[config.mk]
export PLATFORM = sky130hd
export DESIGN_NAME = fbgp_port
export DESIGN_NICKNAME = d
export VERILOG_FILES = /design/src/fbgp_pkg.sv /design/src/fbgp_pin_sync.sv /design/src/fbgp_port.sv
export VERILOG_INCLUDE_DIRS = /design/src /design/src/src
export SDC_FILE = /design/constraint.sdc
export NUM_CORES = 1
export LEC_CHECK = 0
export BUFFER_PORTS_ARGS = -buffer_cell sky130_fd_sc_hd__buf_2
export CAP_MARGIN = 5
export CORE_MARGIN = 4
export CORE_UTILIZATION = 55
export DETAILED_ROUTE_END_ITERATION = 7
export MAX_ROUTING_LAYER = met4
export PLACE_DENSITY = 0.83
export SETUP_SLACK_MARGIN = 0.02
export SYNTH_ARGS = -nofsm -noshare
export SYNTH_HDL_FRONTEND = slang
export SYNTH_HIERARCHICAL = 1
export SYNTH_SLANG_ARGS = --single-unit
[constraint.sdc]
create_clock -name mclk_in -period 3.1 [get_ports mclk_in]
set_input_delay 0 -clock mclk_in [delete_from_list [all_inputs] [get_ports mclk_in]]
set_output_delay 0 -clock mclk_in [all_outputs]
set_load 0.05 [all_outputs]
[src/fbgp_cfg.svh]
// offsets, field positions and reset values for the five-pin port
`ifndef FBGP_CFG_SVH
`define FBGP_CFG_SVH

// ----------------------------------------------------------------------------
// register offsets (byte addresses on the plain register port)
// ----------------------------------------------------------------------------
`define FBGP_OFS_LEVEL     4'h0
`define FBGP_OFS_DIR       4'h1
`define FBGP_OFS_LATCH     4'h2
`define FBGP_OFS_CONV1     4'h3
`define FBGP_OFS_CMPCTL    4'h4

// ----------------------------------------------------------------------------
// field positions
// ----------------------------------------------------------------------------
`define FBGP_CONV_CFG_LSB  0
`define FBGP_CONV_CFG_W    4
`define FBGP_CMP_MODE_LSB  0
`define FBGP_CMP_MODE_W    3
`define FBGP_CMP_C2OE_BIT  3
`define FBGP_CMP_C2RES_BIT 7
`define FBGP_PIN_ZERO      0
`define FBGP_PIN_THREE     3
`define FBGP_PIN_FIVE      5

// ----------------------------------------------------------------------------
// reset values
// ----------------------------------------------------------------------------
`define FBGP_RST_DIR       8'h3f
`define FBGP_RST_LATCH     8'h00
`define FBGP_RST_CONV1     8'h00
`define FBGP_RST_CMPCTL    8'h07
`define FBGP_CMP_OFF       3'h7
`define FBGP_USED_MASK     8'h2f

`endif

[src/fbgp_pkg.sv]
// types shared by the five-pin port files
package fbgp_pkg;
    typedef logic [7:0] fbgp_byte_t;
    typedef enum logic [1:0] {
        FBGP_PIN_DIGITAL,
        FBGP_PIN_ANALOG,
        FBGP_PIN_CMP_OUT
    } fbgp_pin_mode_e;
endpackage : fbgp_pkg

[src/fbgp_pin_sync.sv]
// two-flop synchroniser for the pin inputs
module fbgp_pin_sync #(
    parameter int WIDTH = 8
) (
    input  wire logic             mclk_in,  // system clock
    input  wire logic             rstn_in,  // async reset, active low
    input  wire logic             ce_in,    // clock enable
    input  wire logic [WIDTH-1:0] d_in,     // asynchronous pin levels
    output logic      [WIDTH-1:0] q_out     // synchronised levels
);
    logic [WIDTH-1:0] meta_q;

    // first stage is read only by the second stage
    always_ff @(posedge mclk_in or negedge rstn_in) begin
        if (!rstn_in) begin
            meta_q <= '0;
            q_out  <= '0;
        end else if (ce_in) begin
            meta_q <= d_in;
            q_out  <= meta_q;
        end
    end
endmodule : fbgp_pin_sync

[src/fbgp_port.sv]
// five-pin bidirectional general purpose port with analog and comparator muxing
`include "fbgp_cfg.svh"

module fbgp_port
    import fbgp_pkg::*;
(
    input  wire logic       mclk_in,       // system clock, 125 MHz
    input  wire logic       rstn_in,       // async reset, active low
    input  wire logic       ce_in,         // clock enable, freezes state when low
    input  wire logic [3:0] addr_in,       // register address
    input  wire logic [7:0] wdata_in,      // register write data
    input  wire logic       wr_in,         // write strobe
    input  wire logic       rd_in,         // read strobe
    output logic      [7:0] rdata_out,     // read data, valid cycle after rd_in
    input  wire logic [7:0] pin_in,        // pad levels, bits 3:0 and 5 used
    output logic      [7:0] pin_out,       // pad output values
    output logic      [7:0] pin_oe_out,    // pad output enables, high drives
    input  wire logic       cmp2_res_in,   // second comparator result, same clock
    output logic      [7:0] analog_en_out  // analog input selected per pin
);
    fbgp_byte_t dir_q;
    fbgp_byte_t latch_q;
    fbgp_byte_t conv1_q;
    fbgp_byte_t cmpctl_q;
    fbgp_byte_t pin_sync;
    fbgp_byte_t analog_sel;
    fbgp_byte_t dig_in;
    fbgp_byte_t rd_d;
    fbgp_pin_mode_e pin_mode [8];
    logic       cmp_off;
    logic       c2_oe;

    // ------------------------------------------------------------------------
    // pad input synchroniser
    // ------------------------------------------------------------------------
    fbgp_pin_sync #(.WIDTH(8)) u_sync (
        .mclk_in (mclk_in),
        .rstn_in (rstn_in),
        .ce_in   (ce_in),
        .d_in    (pin_in),
        .q_out   (pin_sync)
    );

    // ------------------------------------------------------------------------
    // analog selection decode
    // ------------------------------------------------------------------------
    // each pin goes analog below its own code, pin 0 below 4'hf up to pin 5 below 4'hb; reset code 0 makes all analog
    function automatic fbgp_byte_t analog_map(input logic [3:0] cfg);
        fbgp_byte_t m;
        m = 8'h00;
        if (cfg < 4'hf) m[0] = 1'b1;
        if (cfg < 4'he) m[1] = 1'b1;
        if (cfg < 4'hd) m[2] = 1'b1;
        if (cfg < 4'hc) m[3] = 1'b1;
        if (cfg < 4'hb) m[5] = 1'b1;
        return m;
    endfunction : analog_map

    // pins 4, 6 and 7 are absent, so their input and driver paths stay tied off
    function automatic logic pin_used(input int idx);
        fbgp_byte_t mask;
        mask = `FBGP_USED_MASK;
        return mask[idx[2:0]];
    endfunction : pin_used

    assign cmp_off = (cmpctl_q[`FBGP_CMP_MODE_LSB +: `FBGP_CMP_MODE_W] == `FBGP_CMP_OFF);
    assign c2_oe   = cmpctl_q[`FBGP_CMP_C2OE_BIT];

    always_comb begin
        analog_sel = analog_map(conv1_q[`FBGP_CONV_CFG_LSB +: `FBGP_CONV_CFG_W]);
        // comparators claim pins zero and three as analog inputs
        if (!cmp_off) begin
            analog_sel[`FBGP_PIN_ZERO]  = 1'b1;
            analog_sel[`FBGP_PIN_THREE] = 1'b1;
        end
        analog_sel = analog_sel & `FBGP_USED_MASK;
    end

    // ------------------------------------------------------------------------
    // per-pin mode and digital input path
    // ------------------------------------------------------------------------
    genvar gi;
    generate
        for (gi = 0; gi < 8; gi++) begin : g_pin
            always_comb begin
                if (gi == `FBGP_PIN_FIVE && c2_oe)
                    pin_mode[gi] = FBGP_PIN_CMP_OUT;
                else if (analog_sel[gi])
                    pin_mode[gi] = FBGP_PIN_ANALOG;
                else
                    pin_mode[gi] = FBGP_PIN_DIGITAL;
            end
            // analog pins read zero; unused pins read zero
            assign dig_in[gi] = pin_used(gi) & !analog_sel[gi] & pin_sync[gi];
        end
    endgenerate

    // ------------------------------------------------------------------------
    // registers
    // ------------------------------------------------------------------------
    always_ff @(posedge mclk_in or negedge rstn_in) begin
        if (!rstn_in) begin
            dir_q <= `FBGP_RST_DIR;
        end else if (ce_in && wr_in && addr_in == `FBGP_OFS_DIR) begin
            dir_q <= wdata_in & `FBGP_USED_MASK;
        end
    end

    // both the level and the latch offsets store into the one latch
    always_ff @(posedge mclk_in or negedge rstn_in) begin
        if (!rstn_in) begin
            latch_q <= `FBGP_RST_LATCH;
        end else if (ce_in && wr_in && (addr_in == `FBGP_OFS_LEVEL || addr_in == `FBGP_OFS_LATCH)) begin
            latch_q <= wdata_in & `FBGP_USED_MASK;
        end
    end

    always_ff @(posedge mclk_in or negedge rstn_in) begin
        if (!rstn_in) begin
            conv1_q <= `FBGP_RST_CONV1;
        end else if (ce_in && wr_in && addr_in == `FBGP_OFS_CONV1) begin
            conv1_q <= {4'h0, wdata_in[3:0]};
        end
    end

    always_ff @(posedge mclk_in or negedge rstn_in) begin
        if (!rstn_in) begin
            cmpctl_q <= `FBGP_RST_CMPCTL;
        end else if (ce_in && wr_in && addr_in == `FBGP_OFS_CMPCTL) begin
            cmpctl_q <= {4'h0, wdata_in[3:0]};
        end
    end

    // ------------------------------------------------------------------------
    // read path
    // ------------------------------------------------------------------------
    always_comb begin
        case (addr_in)
            `FBGP_OFS_LEVEL:  rd_d = dig_in;
            `FBGP_OFS_DIR:    rd_d = dir_q;
            `FBGP_OFS_LATCH:  rd_d = latch_q;
            `FBGP_OFS_CONV1:  rd_d = conv1_q;
            `FBGP_OFS_CMPCTL: rd_d = {cmp2_res_in, 3'h0, cmpctl_q[3:0]};
            default:          rd_d = 8'h00;
        endcase
    end

    // read data stand only in the cycle after the strobe
    always_ff @(posedge mclk_in or negedge rstn_in) begin
        if (!rstn_in) begin
            rdata_out <= 8'h00;
        end else if (ce_in) begin
            rdata_out <= rd_in ? rd_d : 8'h00;
        end
    end

    // ------------------------------------------------------------------------
    // pad drivers
    // ------------------------------------------------------------------------
    // direction gates the driver even on analog pins, so software must keep it set
    always_ff @(posedge mclk_in or negedge rstn_in) begin
        if (!rstn_in) begin
            pin_oe_out <= 8'h00;
        end else if (ce_in) begin
            for (int i = 0; i < 8; i++) begin
                if (pin_mode[i] == FBGP_PIN_CMP_OUT)
                    pin_oe_out[i] <= 1'b1;
                else
                    pin_oe_out[i] <= pin_used(i) & !dir_q[i];
            end
        end
    end

    always_ff @(posedge mclk_in or negedge rstn_in) begin
        if (!rstn_in) begin
            pin_out <= 8'h00;
        end else if (ce_in) begin
            pin_out <= latch_q;
            if (c2_oe)
                pin_out[`FBGP_PIN_FIVE] <= cmp2_res_in;
        end
    end

    always_ff @(posedge mclk_in or negedge rstn_in) begin
        if (!rstn_in) begin
            analog_en_out <= `FBGP_USED_MASK;
        end else if (ce_in) begin
            analog_en_out <= analog_sel;
        end
    end

    // ------------------------------------------------------------------------
    // assertions
    // ------------------------------------------------------------------------
    property p_drive_latch;
        @(posedge mclk_in) disable iff (!rstn_in)
        ce_in && !c2_oe ##1 ce_in |-> pin_out[1] == $past(latch_q[1]);
    endproperty
    a_drive_latch: assert property (p_drive_latch) else $error("pin one does not follow latch");

    property p_dir_release;
        @(posedge mclk_in) disable iff (!rstn_in)
        ce_in && dir_q[2] |=> !pin_oe_out[2];
    endproperty
    a_dir_release: assert property (p_dir_release) else $error("input pin still driven");

    property p_level_write;
        @(posedge mclk_in) disable iff (!rstn_in)
        ce_in && wr_in && addr_in == `FBGP_OFS_LEVEL |=> latch_q == ($past(wdata_in) & `FBGP_USED_MASK);
    endproperty
    a_level_write: assert property (p_level_write) else $error("level write missed latch");

    property p_latch_read;
        @(posedge mclk_in) disable iff (!rstn_in)
        ce_in && rd_in && addr_in == `FBGP_OFS_LATCH |=> rdata_out == $past(latch_q);
    endproperty
    a_latch_read: assert property (p_latch_read) else $error("latch read wrong");

    property p_analog_zero;
        @(posedge mclk_in) disable iff (!rstn_in)
        ce_in && rd_in && addr_in == `FBGP_OFS_LEVEL && analog_sel[3] |=> !rdata_out[3];
    endproperty
    a_analog_zero: assert property (p_analog_zero) else $error("analog pin read nonzero");

    property p_cmp_override;
        @(posedge mclk_in) disable iff (!rstn_in)
        ce_in && c2_oe |=> pin_oe_out[5] && pin_out[5] == $past(cmp2_res_in);
    endproperty
    a_cmp_override: assert property (p_cmp_override) else $error("comparator not on pin five");

    property p_cmp_claims;
        @(posedge mclk_in) disable iff (!rstn_in)
        !cmp_off |-> analog_sel[0] && analog_sel[3];
    endproperty
    a_cmp_claims: assert property (p_cmp_claims) else $error("comparator pins left digital");

    property p_conv_map;
        @(posedge mclk_in) disable iff (!rstn_in)
        conv1_q[3:0] == 4'h0 |-> analog_sel == `FBGP_USED_MASK;
    endproperty
    a_conv_map: assert property (p_conv_map) else $error("config zero not all analog");

    property p_unused_quiet;
        @(posedge mclk_in) disable iff (!rstn_in)
        pin_oe_out[4] == 1'b0 && pin_oe_out[7:6] == 2'b00;
    endproperty
    a_unused_quiet: assert property (p_unused_quiet) else $error("unused pin driven");

    property p_analog_drive;
        @(posedge mclk_in) disable iff (!rstn_in)
        ce_in && analog_sel[1] && !dir_q[1] |=> pin_oe_out[1];
    endproperty
    a_analog_drive: assert property (p_analog_drive) else $error("analog pin driver lost");

    property p_latch_write;
        @(posedge mclk_in) disable iff (!rstn_in)
        ce_in && wr_in && addr_in == `FBGP_OFS_LATCH |=> latch_q == ($past(wdata_in) & `FBGP_USED_MASK);
    endproperty
    a_latch_write: assert property (p_latch_write) else $error("latch write missed latch");

    property p_read_idle;
        @(posedge mclk_in) disable iff (!rstn_in)
        ce_in && !rd_in |=> rdata_out == 8'h00;
    endproperty
    a_read_idle: assert property (p_read_idle) else $error("read data outside read cycle");

    property p_level_read;
        @(posedge mclk_in) disable iff (!rstn_in)
        ce_in && rd_in && addr_in == `FBGP_OFS_LEVEL && !analog_sel[1] |=> rdata_out[1] == $past(pin_sync[1]);
    endproperty
    a_level_read: assert property (p_level_read) else $error("digital pin level not read");

    property p_unused_read;
        @(posedge mclk_in) disable iff (!rstn_in)
        ce_in && rd_in && addr_in == `FBGP_OFS_LEVEL |=> rdata_out[4] == 1'b0 && rdata_out[7:6] == 2'b00;
    endproperty
    a_unused_read: assert property (p_unused_read) else $error("absent pin read nonzero");

    property p_cmp_off_digital;
        @(posedge mclk_in) disable iff (!rstn_in)
        ce_in && cmp_off && conv1_q[3:0] == 4'hf |=> analog_en_out == 8'h00;
    endproperty
    a_cmp_off_digital: assert property (p_cmp_off_digital) else $error("digital setup left analog pins");

    property p_ce_freeze;
        @(posedge mclk_in) disable iff (!rstn_in)
        !ce_in |=> $stable(latch_q) && $stable(dir_q) && $stable(rdata_out);
    endproperty
    a_ce_freeze: assert property (p_ce_freeze) else $error("state moved with enable low");

    c_level_read: cover property (@(posedge mclk_in) disable iff (!rstn_in) rd_in && addr_in == `FBGP_OFS_LEVEL);
    c_cmp_out:    cover property (@(posedge mclk_in) disable iff (!rstn_in) c2_oe && pin_oe_out[5]);
    c_all_dig:    cover property (@(posedge mclk_in) disable iff (!rstn_in) analog_sel == 8'h00);
    c_drive_low:  cover property (@(posedge mclk_in) disable iff (!rstn_in) pin_oe_out[0] && !pin_out[0]);
endmodule : fbgp_port

# Word level (Yosys, flattened, before mapping)
# Index checks and enable logic that the tools add are counted.
[op_classes]
bitwise_logic = 5
reduce_logical = 17
magnitude_cmp = 5
n_mux = 21
eq_ne = 10
[op_table]
columns = ["operator", "n"]
rows = [
  ["8-bit one-hot mux with 5 select lines", 1],
  ["4-bit less-than comparator (second input constant)", 5],
  ["1-bit 2-to-1 mux", 18],
  ["1-bit zero test", 10],
  ["1-bit by 2-bit == test with 1-bit output (second input constant)", 4],
  ["4-bit by 2-bit == test with 1-bit output (second input constant)", 2],
  ["8-bit 2-to-1 mux", 1],
  ["1-bit bitwise AND", 5],
  ["1-bit logical AND", 5],
  ["4-bit by 1-bit == test with 1-bit output (second input constant)", 1],
  ["4-bit by 3-bit == test with 1-bit output (second input constant)", 1],
  ["4-bit zero test", 1],
  ["3-bit == test (second input constant)", 1],
  ["2-bit == test (second input constant)", 1],
  ["2-bit 2-to-1 mux", 1],
  ["1-bit logical OR", 1],
]
[totals]
wordCells = 68
inputBits = 26
regBits = 54
output_inout_bits = 32

# Depth between registers and ports, before layout
# Gate-level depths: netlist of run 1.
[depth]
depth_word = 7
depth_mapped = 5
ltp_nobuf = 4

# Hierarchy
# Netlist of run 1, hierarchy kept.
[by_module_without_submodules]
columns = ["module", "seq_area_each_um2", "cells_per_inst", "instances", "area_each_um2"]
rows = [
  ["fbgp_port", 1043.5, 171, 1, 1949.4],
  ["fbgp_pin_sync", 400.4, 34, 1, 649.4],
]

# Worst setup path before layout of run 1
# Ideal clock, no wire load.
[synth_timing]
kind = "input to register"
start = "in addr_in[1]"
end = "reg cmpctl_q[0]"
arrival_time_ps = 1105
slack_ps = 1913
path_stages = 3
path_buffers = 0
setup_ps = 82
path_cell_list = "or4b_1 > nor2_2 > mux2_2"
[synth_via]
elab_chain_cells = 2
[synth_lines]
columns = ["item", "line", "rtl"]
rows = [
  ["start: declaration", "fbgp_port.sv:10", "input wire logic [3:0] addr_in,"],
  ["4-bit by 3-bit == test with 1-bit output", "-", ""],
  ["1-bit logical AND (no source line)", "-", ""],
  ["end signal: assignment", "fbgp_port.sv:128", "cmpctl_q <= `FBGP_RST_CMPCTL;"],
  ["end signal: assignment", "fbgp_port.sv:130", "cmpctl_q <= {4'h0, wdata_in[3:0]};"],
  ["end: declaration", "fbgp_port.sv:24", "fbgp_byte_t cmpctl_q;"],
]
# Every way passes these cells.
# A chain may end at the register's enable or synchronous reset.

# Worst setup path after layout of run 1
[layout_timing]
start = "reg conv1_q[1]"
end = "reg rdata_out[5]"
[layout_via]
elab_chain_cells = 6
[layout_lines]
columns = ["item", "line", "rtl"]
rows = [
  ["start: declaration", "fbgp_port.sv:23", "fbgp_byte_t conv1_q;"],
  ["start signal: assignment", "fbgp_port.sv:120", "conv1_q <= `FBGP_RST_CONV1;"],
  ["start signal: assignment", "fbgp_port.sv:122", "conv1_q <= {4'h0, wdata_in[3:0]};"],
  ["4-bit less-than comparator", "fbgp_port.sv:55", "if (cfg < 4'hb) m[5] = 1'b1;"],
  ["1-bit 2-to-1 mux", "fbgp_port.sv:55", ""],
  ["1-bit zero test", "fbgp_port.sv:94", "assign dig_in[gi] = pin_used(gi) & !analog_sel[gi] & pin_sync[gi];"],
  ["1-bit bitwise AND", "fbgp_port.sv:94", ""],
  ["8-bit one-hot mux with 5 select lines", "fbgp_port.sv:138", "case (addr_in)"],
  ["8-bit 2-to-1 mux", "fbgp_port.sv:153", "rdata_out <= rd_in ? rd_d : 8'h00;"],
  ["end signal: assignment", "fbgp_port.sv:153", ""],
  ["end: declaration", "fbgp_port.sv:14", "output logic [7:0] rdata_out,"],
]
# Every way passes these cells.

==> results of run 1 <==
report_power, final:
part	leakage, uW	switching (uW)	internal [uW]	total, uW
sequential	0.000600	74.2	780	854
clock	0.0000612	208	261	469
combinational	0.000608	251	147	397
layer usage:
layer	wire (um)	track usage [%]
met3	352	6.02
met5	0	-
met4	163	6.64
met1	2070	25.0
met2	2350	32.6
worst min-delay path, delay by kind of cell:
kind,cells,cell delay [ps]
AO/OA/AOI/OAI,1,140
buffers and inverters,1,100
multiplexers,1,60
flip-flops by register name (all words and copies together), names as in the netlist:
name and flops:
dir_q 6, cmpctl_q 4, analog_en_out 5, pin_out 5
latch_q 5, u_sync/meta_q 5, conv1_q 4, rdata_out 7
u_sync/q_out 5, pin_oe_out 5
worst max path at each step:
| stage | start | end | slack [ps] | cells past startpoint |
|---|---|---|---|---|
| after detailed placement | addr_in[0] | dir_q[5] | 1630 | 4 |
| after floorplan | addr_in[1] | cmpctl_q[0] | 1910 | 3 |
| after global routing | conv1_q[2] | rdata_out[3] | 1730 | 4 |
| final | conv1_q[1] | rdata_out[5] | 1790 | 4 |
| after global placement | addr_in[0] | dir_q[5] | 1640 | 4 |
| after CTS | conv1_q[1] | rdata_out[5] | 1780 | 4 |
timing repair:
| item | in CTS | in global routing |
|---|---|---|
| resized for setup | 0 | 0 |
| endpoints found under the hold margin | 58 | 0 |
| hold buffers | 13 | 0 |
layout by cell type (no fill, tap or decap), types with 10 or more instances in the layout:
cell type and n:
buf_2 41, mux2_2 19, conb_1 10, o21ai_0 10
mux2_4 11, nand2_1 11, dfstp_2 14, dlygate4sd3_1 13
dfrtp_1 37, nor2_1 12
per-stage QoR:
| stage | hold WS (ps) | setup WS [ps] | instances | power (uW) |
|---|---|---|---|---|
| finish | 52.2 | 1790 | 295 | 1720 |
| global route | 39.0 | 1730 | 295 | 1810 |
| CTS | 38.3 | 1780 | 295 | 1730 |
| detailed placement | 238 | 1630 | 274 | 1250 |
| global placement | 232 | 1640 | 274 | 1230 |
| floorplan | -296 | 1910 | 202 | 1150 |
final cells by class:
| class | instances | area [um^2] |
|---|---|---|
| fillers | 317 | 1300 |
| flip-flops and latches | 51 | 1290 |
| multi-input cells | 126 | 950 |
| repair buffers | 55 | 343 |
| clock buffers | 6 | 82.6 |
| well taps | 50 | 62.6 |
| clock inverters | 2 | 35.0 |
| inverters | 5 | 18.8 |
==> out/qor.yml, run 1 <==
outcome:
  status: "complete, no violations"
worst_setup_path:
  critPathMaxFanout: 8
  max_stage_delay_ps: 480
  critPathRequiredTime_ps: 3300
  crit_family: "compound AO/OA/AOI/OAI gates"
  slowest_stage: "dfrtp_1"
  crit_type: "reg -> reg"
  arrival_ps: 1520
  path_cells: "a21oi_1 -> nor2b_1 -> a31o_2 -> a22o_1"
  r2r_end: "rdata_out[5]"
  worstRegToRegCells: 4
  cp_num_buf_inv: 0
  cp-end-kind: "flop"
  reg2reg_from: "conv1_q[1]"
  cp-start-kind: "flop"
  reg2reg_slack_ps: 1790
worst_hold_path:
  min_from: "cmp2_res_in"
  holdPathEnd: "pin_out[5]"
  hold_depth: 3
  min_path_type: "in -> reg"
timing:
  setup_violations: 0
  setup_tns_ps: 0
  fmax_mhz: 761
  final_hold_viol_count: 0
  tightest_slew_ps: 1080
  slew_headroom_pct: 28.1
  clock_skew_ps: 8.87
  maxSlewViolCount: 0
  period_share_pct: 42.4
  fin_crit_ps: 1310
  rsz0062_at_grt: "false"
cells_and_area:
  final_area_um2: 2790
  nNetsFinal: 270
  final_util_pct: 68.2
  diodes: 0
  areaGrowthSynthToFinish_pct: 17.7
  drive_above_1_share_pct: 40.0
global_routing:
  grt_pass1_vias: 1635
  antenna_found_initial: 0
  grt_start_max_net_pins: 52
  grt_pass1_wl_mm: 8.00
  grt_overflow: 0
  grt_use_total_pct: 20.4
logic_synthesis:
  netlist_instances: 193
  ys_warn_count: 6
  netlist_area_um2: 2370
  syn_area_per_cell_um2: 12.3
power_and_ir_drop:
  p_leak_uw: 0.00127
  peakVddDrop_mv: 0.418
  p_per_area_nw_per_um2: 618
clocking:
  htreeDepth: 2
  root_buffer: "clkbuf_8"
  cts_buffers: 5
  post_cts_buffers: 0
  path_clk_slew_ps: 90
  cts.sinks: 51
  clk-insertion-delay-late_ps: 300
  clk_path_buf_depth: 2
  cts_tree: "built"
routing:
  dr.pass1.iters: 4
  drt_iter0_drc: 74
  viasPerCell: 5.69
  totalWireLength_mm: 4.93
  num_vias: 1678
  drc: 0
  wl_per_cell_um: 16.7
  postRouteAntennaNets: 0
floorplanning:
  core_area_um2: 4090
  die-area_um2: 5420
  rows: 23
  die_x_um: 73.6
  die_h_um: 73.6
  ios: 58
  initial_core_util_pct: 57.9
placed_design:
  place.port_buffers: 41
  dp_hpwl_mm: 3.39
  dpl-instance-area_um2: 2540
  gp_congestion: 0.932
job:
  drv_cap: 0
(Power assumes the default switching activity.)
==> inputs of run 2 (changes only) <==
- CORE_UTILIZATION: 55 -> 54
- PLACE_DENSITY: 0.83 -> 0.82
- clock period: 3.1 -> 1.3 ns (I/O delays scaled with it)
==> run 2 against run 1 <==
Net effect:
- core utilization increased by 2.8 points
- worst hold slack worse by 35 ps
- cell count increased by 5.1%
- routed wire length up 0.43%
- via count shrank 2.1%
- clock skew is 3.4 ps lower
- worst setup slack worse by 1700 ps
- largest cell class unchanged
- flip-flop and latch count is the same
- non-clock buffer count increased by 15
- die area rose by 1.7%
- maximum frequency rose by 7.5%
- critical endpoint is now rdata_out[3]
- count of clock-buffer cells in the layout did not move
==> out/qor.yml, run 2 (synthesis gave the netlist of run 1 again) <==
outcome:
  status: "complete, no violations"
cells_and_area:
  diodes: 0
  largest_reg_flops: 7
  final_common_cell: "buf_2"
  top_register: "rdata_out"
  largestRegisters: "rdata_out (7), dir_q (6)"
  nNetsFinal: 285
  stdcell_count: 310
  areaGrowthSynthToFinish_pct: 23.5
  final_cell_mix: "41 x buf_2, 37 x dfrtp_1, 19 x mux2_2"
  drive_above_1_share_pct: 45.4
placed_design:
  gp_congestion: 0.857
  place_ws_ps: -13.3
  dp_hpwl_mm: 3.67
  placedCellCount: 291
  place.port_buffers: 41
routing:
  drc: 0
  postRouteAntennaNets: 0
  drt_iter0_drc: 158
  num_vias: 1643
  totalWireLength_mm: 4.95
  dr.pass1.iters: 4
  viasPerCell: 5.30
  wl_per_cell_um: 16.0
timing:
  fmax_mhz: 818
  final_hold_viol_count: 0
  setup_violations: 0
  period_share_pct: 94.0
  clock_skew_ps: 5.48
  setup_tns_ps: 0
  setup_ws_ps: 77.8
  maxSlewViolCount: 0
  rsz0062_at_grt: "true"
  fin_crit_ps: 1220
clocking:
  cts_tree: "built"
  htreeDepth: 2
  post_cts_buffers: 0
  path_clk_slew_ps: 90
  cts_buffers: 5
  clk_path_buf_depth: 2
  root_buffer: "clkbuf_8"
  cts.sinks: 51
  clk-insertion-delay-late_ps: 310
floorplanning:
  die-area_um2: 5500
  die_h_um: 74.2
  die_x_um: 74.2
  initial_core_util_pct: 57.5
  rows: 23
  ios: 58
  core_area_um2: 4120
worst_hold_path:
  min_path_type: "in -> reg"
  hold_depth: 3
  holdPathEnd: "rdata_out[7]"
  min_from: "cmp2_res_in"
global_routing:
  top_usage_layer: "met2"
  grt_overflow: 0
  met2_usage_pct: 31.2
  met1_usage_pct: 28.0
  grt_pass1_vias: 1664
  grt_start_max_net_pins: 34
  grt_pass1_wl_mm: 8.20
  grt_use_total_pct: 20.7
  antenna_found_initial: 0
  grt_use_met3_pct: 4.86
power_and_ir_drop:
  p_leak_uw: 0.00136
  p_total_uw: 4160
  p_per_area_nw_per_um2: 1430
  peakVddDrop_mv: 1.01
worst_setup_path:
  worstRegToRegCells: 4
  r2r_end: "rdata_out[3]"
  reg2reg_from: "cmpctl_q[1]"
  arrival_ps: 1450
  cp-end-kind: "flop"
  crit_type: "reg -> reg"
  critPathMaxFanout: 3
  critPathRequiredTime_ps: 1530
  cp-start-kind: "flop"
  reg2reg_slack_ps: 80
job:
  drv_cap: 0
-- run 2: cell types whose count changed in the layout (fill, tap and decap cells not counted), sizes merged --
cell         delta
dlygate4sd3     -2
buf            +17
-- run 2: worst max-delay path by stage --
stage                            from      endpoint  slack [ps]  depth (start not counted)
after detailed placement   addr_in[0]   cmpctl_q[0]         -10                          4
after floorplan            addr_in[1]   cmpctl_q[0]         110                          3
after global routing      cmpctl_q[1]  rdata_out[3]         -10                          4
after global placement     addr_in[0]   cmpctl_q[0]           9                          4
final                     cmpctl_q[1]  rdata_out[3]          80                          4
after CTS                 cmpctl_q[1]  rdata_out[3]          60                          4
-- run 2: routing by layer --
metal,vias to the layer above,wire (um)
met5,-,0
met4,0,63
met3,5,211
met2,34,2360
met1,797,2320
li1,807,-
-- run 2: what timing repair did --
item | 4_1_cts | 5_1_grt
hold endpoints to repair | 37 | 0
endpoints found under the setup margin | 0 | 4
gates resized for setup | 0 | 3
hold buffers | 11 | 0
-- run 2: through the flow --
stage / utilization [%] / hold slack (ps) / cell area (um^2)
floorplan: - / -296 / 2400
finish: 71.0 / 17.4 / 2920
CTS: 70.6 / 7.09 / 2910
detailed placement: 65.1 / -21.6 / 2680
global placement: 65.1 / -33.4 / 2680
global route: 71.0 / 5.92 / 2920
-- run 2: where the power goes --
part | switching, uW | leakage (uW) | internal [uW]
clock | 515 | 0.0000612 | 623
combinational | 610 | 0.000694 | 390
sequential | 167 | 0.000600 | 1860
total | 1290 | 0.00136 | 2870
-- run 2: area by class of cell --
class	instances	area, um^2
clock buffer	6	82.6
clock inverter	2	35.0
fill	305	1190
inverter	5	18.8
multi-input combinational	126	966
sequential	51	1290
tap	50	62.6
timing repair buffer	70	463
-- run 2: critical path: stages, from the launching register on --
cell	delay (ps)
dfstp_2	550
nand3_1	130
nor4_2	240
a32oi_1	130
o21ai_0	90
==> inputs of run 3 (changes only) <==
- RECOVER_POWER: not set -> 50
==> run 3 against run 2 <==
Net effect:
- via count rose by 0.91%
- routed wire length barely moved
- combinational power fell by 2.5%
- critical endpoint unchanged
==> out/qor.yml, run 3 (synthesis gave the netlist of run 1 again) <==
outcome:
  status: "complete, no violations"
cells_and_area:
  drive_above_1_share_pct: 42.7
  diodes: 0
  largest_reg_flops: 7
  final_common_cell: "buf_2"
  top_register: "rdata_out"
  nNetsFinal: 285
  areaGrowthSynthToFinish_pct: 21.7
  final_cell_mix: "39 x buf_2, 37 x dfrtp_1, 19 x mux2_2"
  final_util_pct: 70.0
  largestRegisters: "rdata_out (7), dir_q (6)"
floorplanning:
  die-area_um2: 5500
  core_area_um2: 4120
  rows: 23
  die_x_um: 74.2
  ios: 58
  initial_core_util_pct: 57.5
  die_h_um: 74.2
timing:
  setup_ws_ps: 78.8
  tightest_slew_ps: 532
  slew_headroom_pct: 64.5
  fmax_mhz: 819
  setup_violations: 0
  fin_crit_ps: 1220
  period_share_pct: 93.9
  rsz0062_at_grt: "true"
  final_hold_viol_count: 0
  maxSlewViolCount: 0
  clock_skew_ps: 5.26
placed_design:
  gp_congestion: 0.857
  place_ws_ps: -13.3
  place.port_buffers: 41
  dp_hpwl_mm: 3.67
power_and_ir_drop:
  p_leak_uw: 0.00132
  p_per_area_nw_per_um2: 1440
  peakVddDrop_mv: 1.01
global_routing:
  grt_start_max_net_pins: 34
  grt_use_total_pct: 20.7
  grt_overflow: 0
  grt_pass1_vias: 1664
  grt_pass1_wl_mm: 8.20
  antenna_found_initial: 0
routing:
  totalWireLength_mm: 4.95
  postRouteAntennaNets: 0
  drt_iter0_drc: 128
  num_vias: 1658
  drc: 0
  dr.pass1.iters: 4
  viasPerCell: 5.35
  wl_per_cell_um: 16.0
worst_setup_path:
  critPathMaxFanout: 3
  cp-start-kind: "flop"
  arrival_ps: 1450
  critPathRequiredTime_ps: 1530
  cp-end-kind: "flop"
  crit_type: "reg -> reg"
clocking:
  cts_buffers: 5
  cts_tree: "built"
  path_clk_slew_ps: 90
  clk_path_buf_depth: 2
  clk-insertion-delay-late_ps: 310
  root_buffer: "clkbuf_8"
  cts.sinks: 51
  htreeDepth: 2
worst_hold_path:
  min_path_type: "in -> reg"
job:
  drv_cap: 0
## run 3: final timing paths
kind	endpoint	cells after the start	slack (ps)	startpoint
min	rdata_out[7]	3	20	cmp2_res_in
max	rdata_out[3]	4	80	cmpctl_q[1]
min in group asynchronous	latch_q[1]	2	180	rstn_in
min reg2reg	pin_oe_out[2]	2	480	pin_oe_out[2]
max reg2reg	rdata_out[3]	4	80	cmpctl_q[1]
max in group asynchronous	analog_en_out[2]	3	220	rstn_in
## run 3: layer usage
layer / wire length, um / part of all wire, % / up-vias / track usage [%]
li1: - / - / 812 / -
met2: 2340 / 47 / 49 / 31.2
met5: 0 / 0 / - / -
met4: 63 / 1.3 / 0 / 6.04
met1: 2240 / 45 / 792 / 28.0
met3: 309 / 6.2 / 5 / 4.86
## run 3: timing repair
| action | in CTS | in global routing |
|---|---|---|
| hold endpoints to repair | 37 | 0 |
| hold buffers | 11 | 0 |
| gates resized for setup | 0 | 3 |
| endpoints found under the setup margin | 0 | 4 |
| buffers inserted | 0 | 0 |
## run 3: per-stage QoR
step | instances | hold WS (ps) | TNS (ps) | total power [uW] | instance area [um^2]
finish | 310 | 18.5 | 0 | 4130 | 2880
global placement | 291 | -33.4 | 0 | 3000 | 2680
global route | 310 | 5.92 | -21.3 | 4350 | 2880
detailed placement | 291 | -21.6 | -24.6 | 3030 | 2680
CTS | 310 | 7.09 | 0 | 4190 | 2910
floorplan | 202 | -296 | 0 | 2750 | 2400
## run 3: critical path, stage by stage (launching register included)
cell	delay, ps
dfstp_2	550
nand3_1	130
nor4_2	240
a32oi_1	130
o21ai_0	90
## run 3: power breakdown
part,internal [uW],switching [uW]
Clock,623,513
Combinational,365,609
Sequential,1860,165
## run 3: area by class of cell
class	count	area [um^2]
clock buffers	6	82.6
clock inverters	2	35.0
fillers	316	1230
inverters	5	18.8
multi-input cells	126	947
flip-flops and latches	51	1290
well taps	50	62.6
repair buffers	70	440
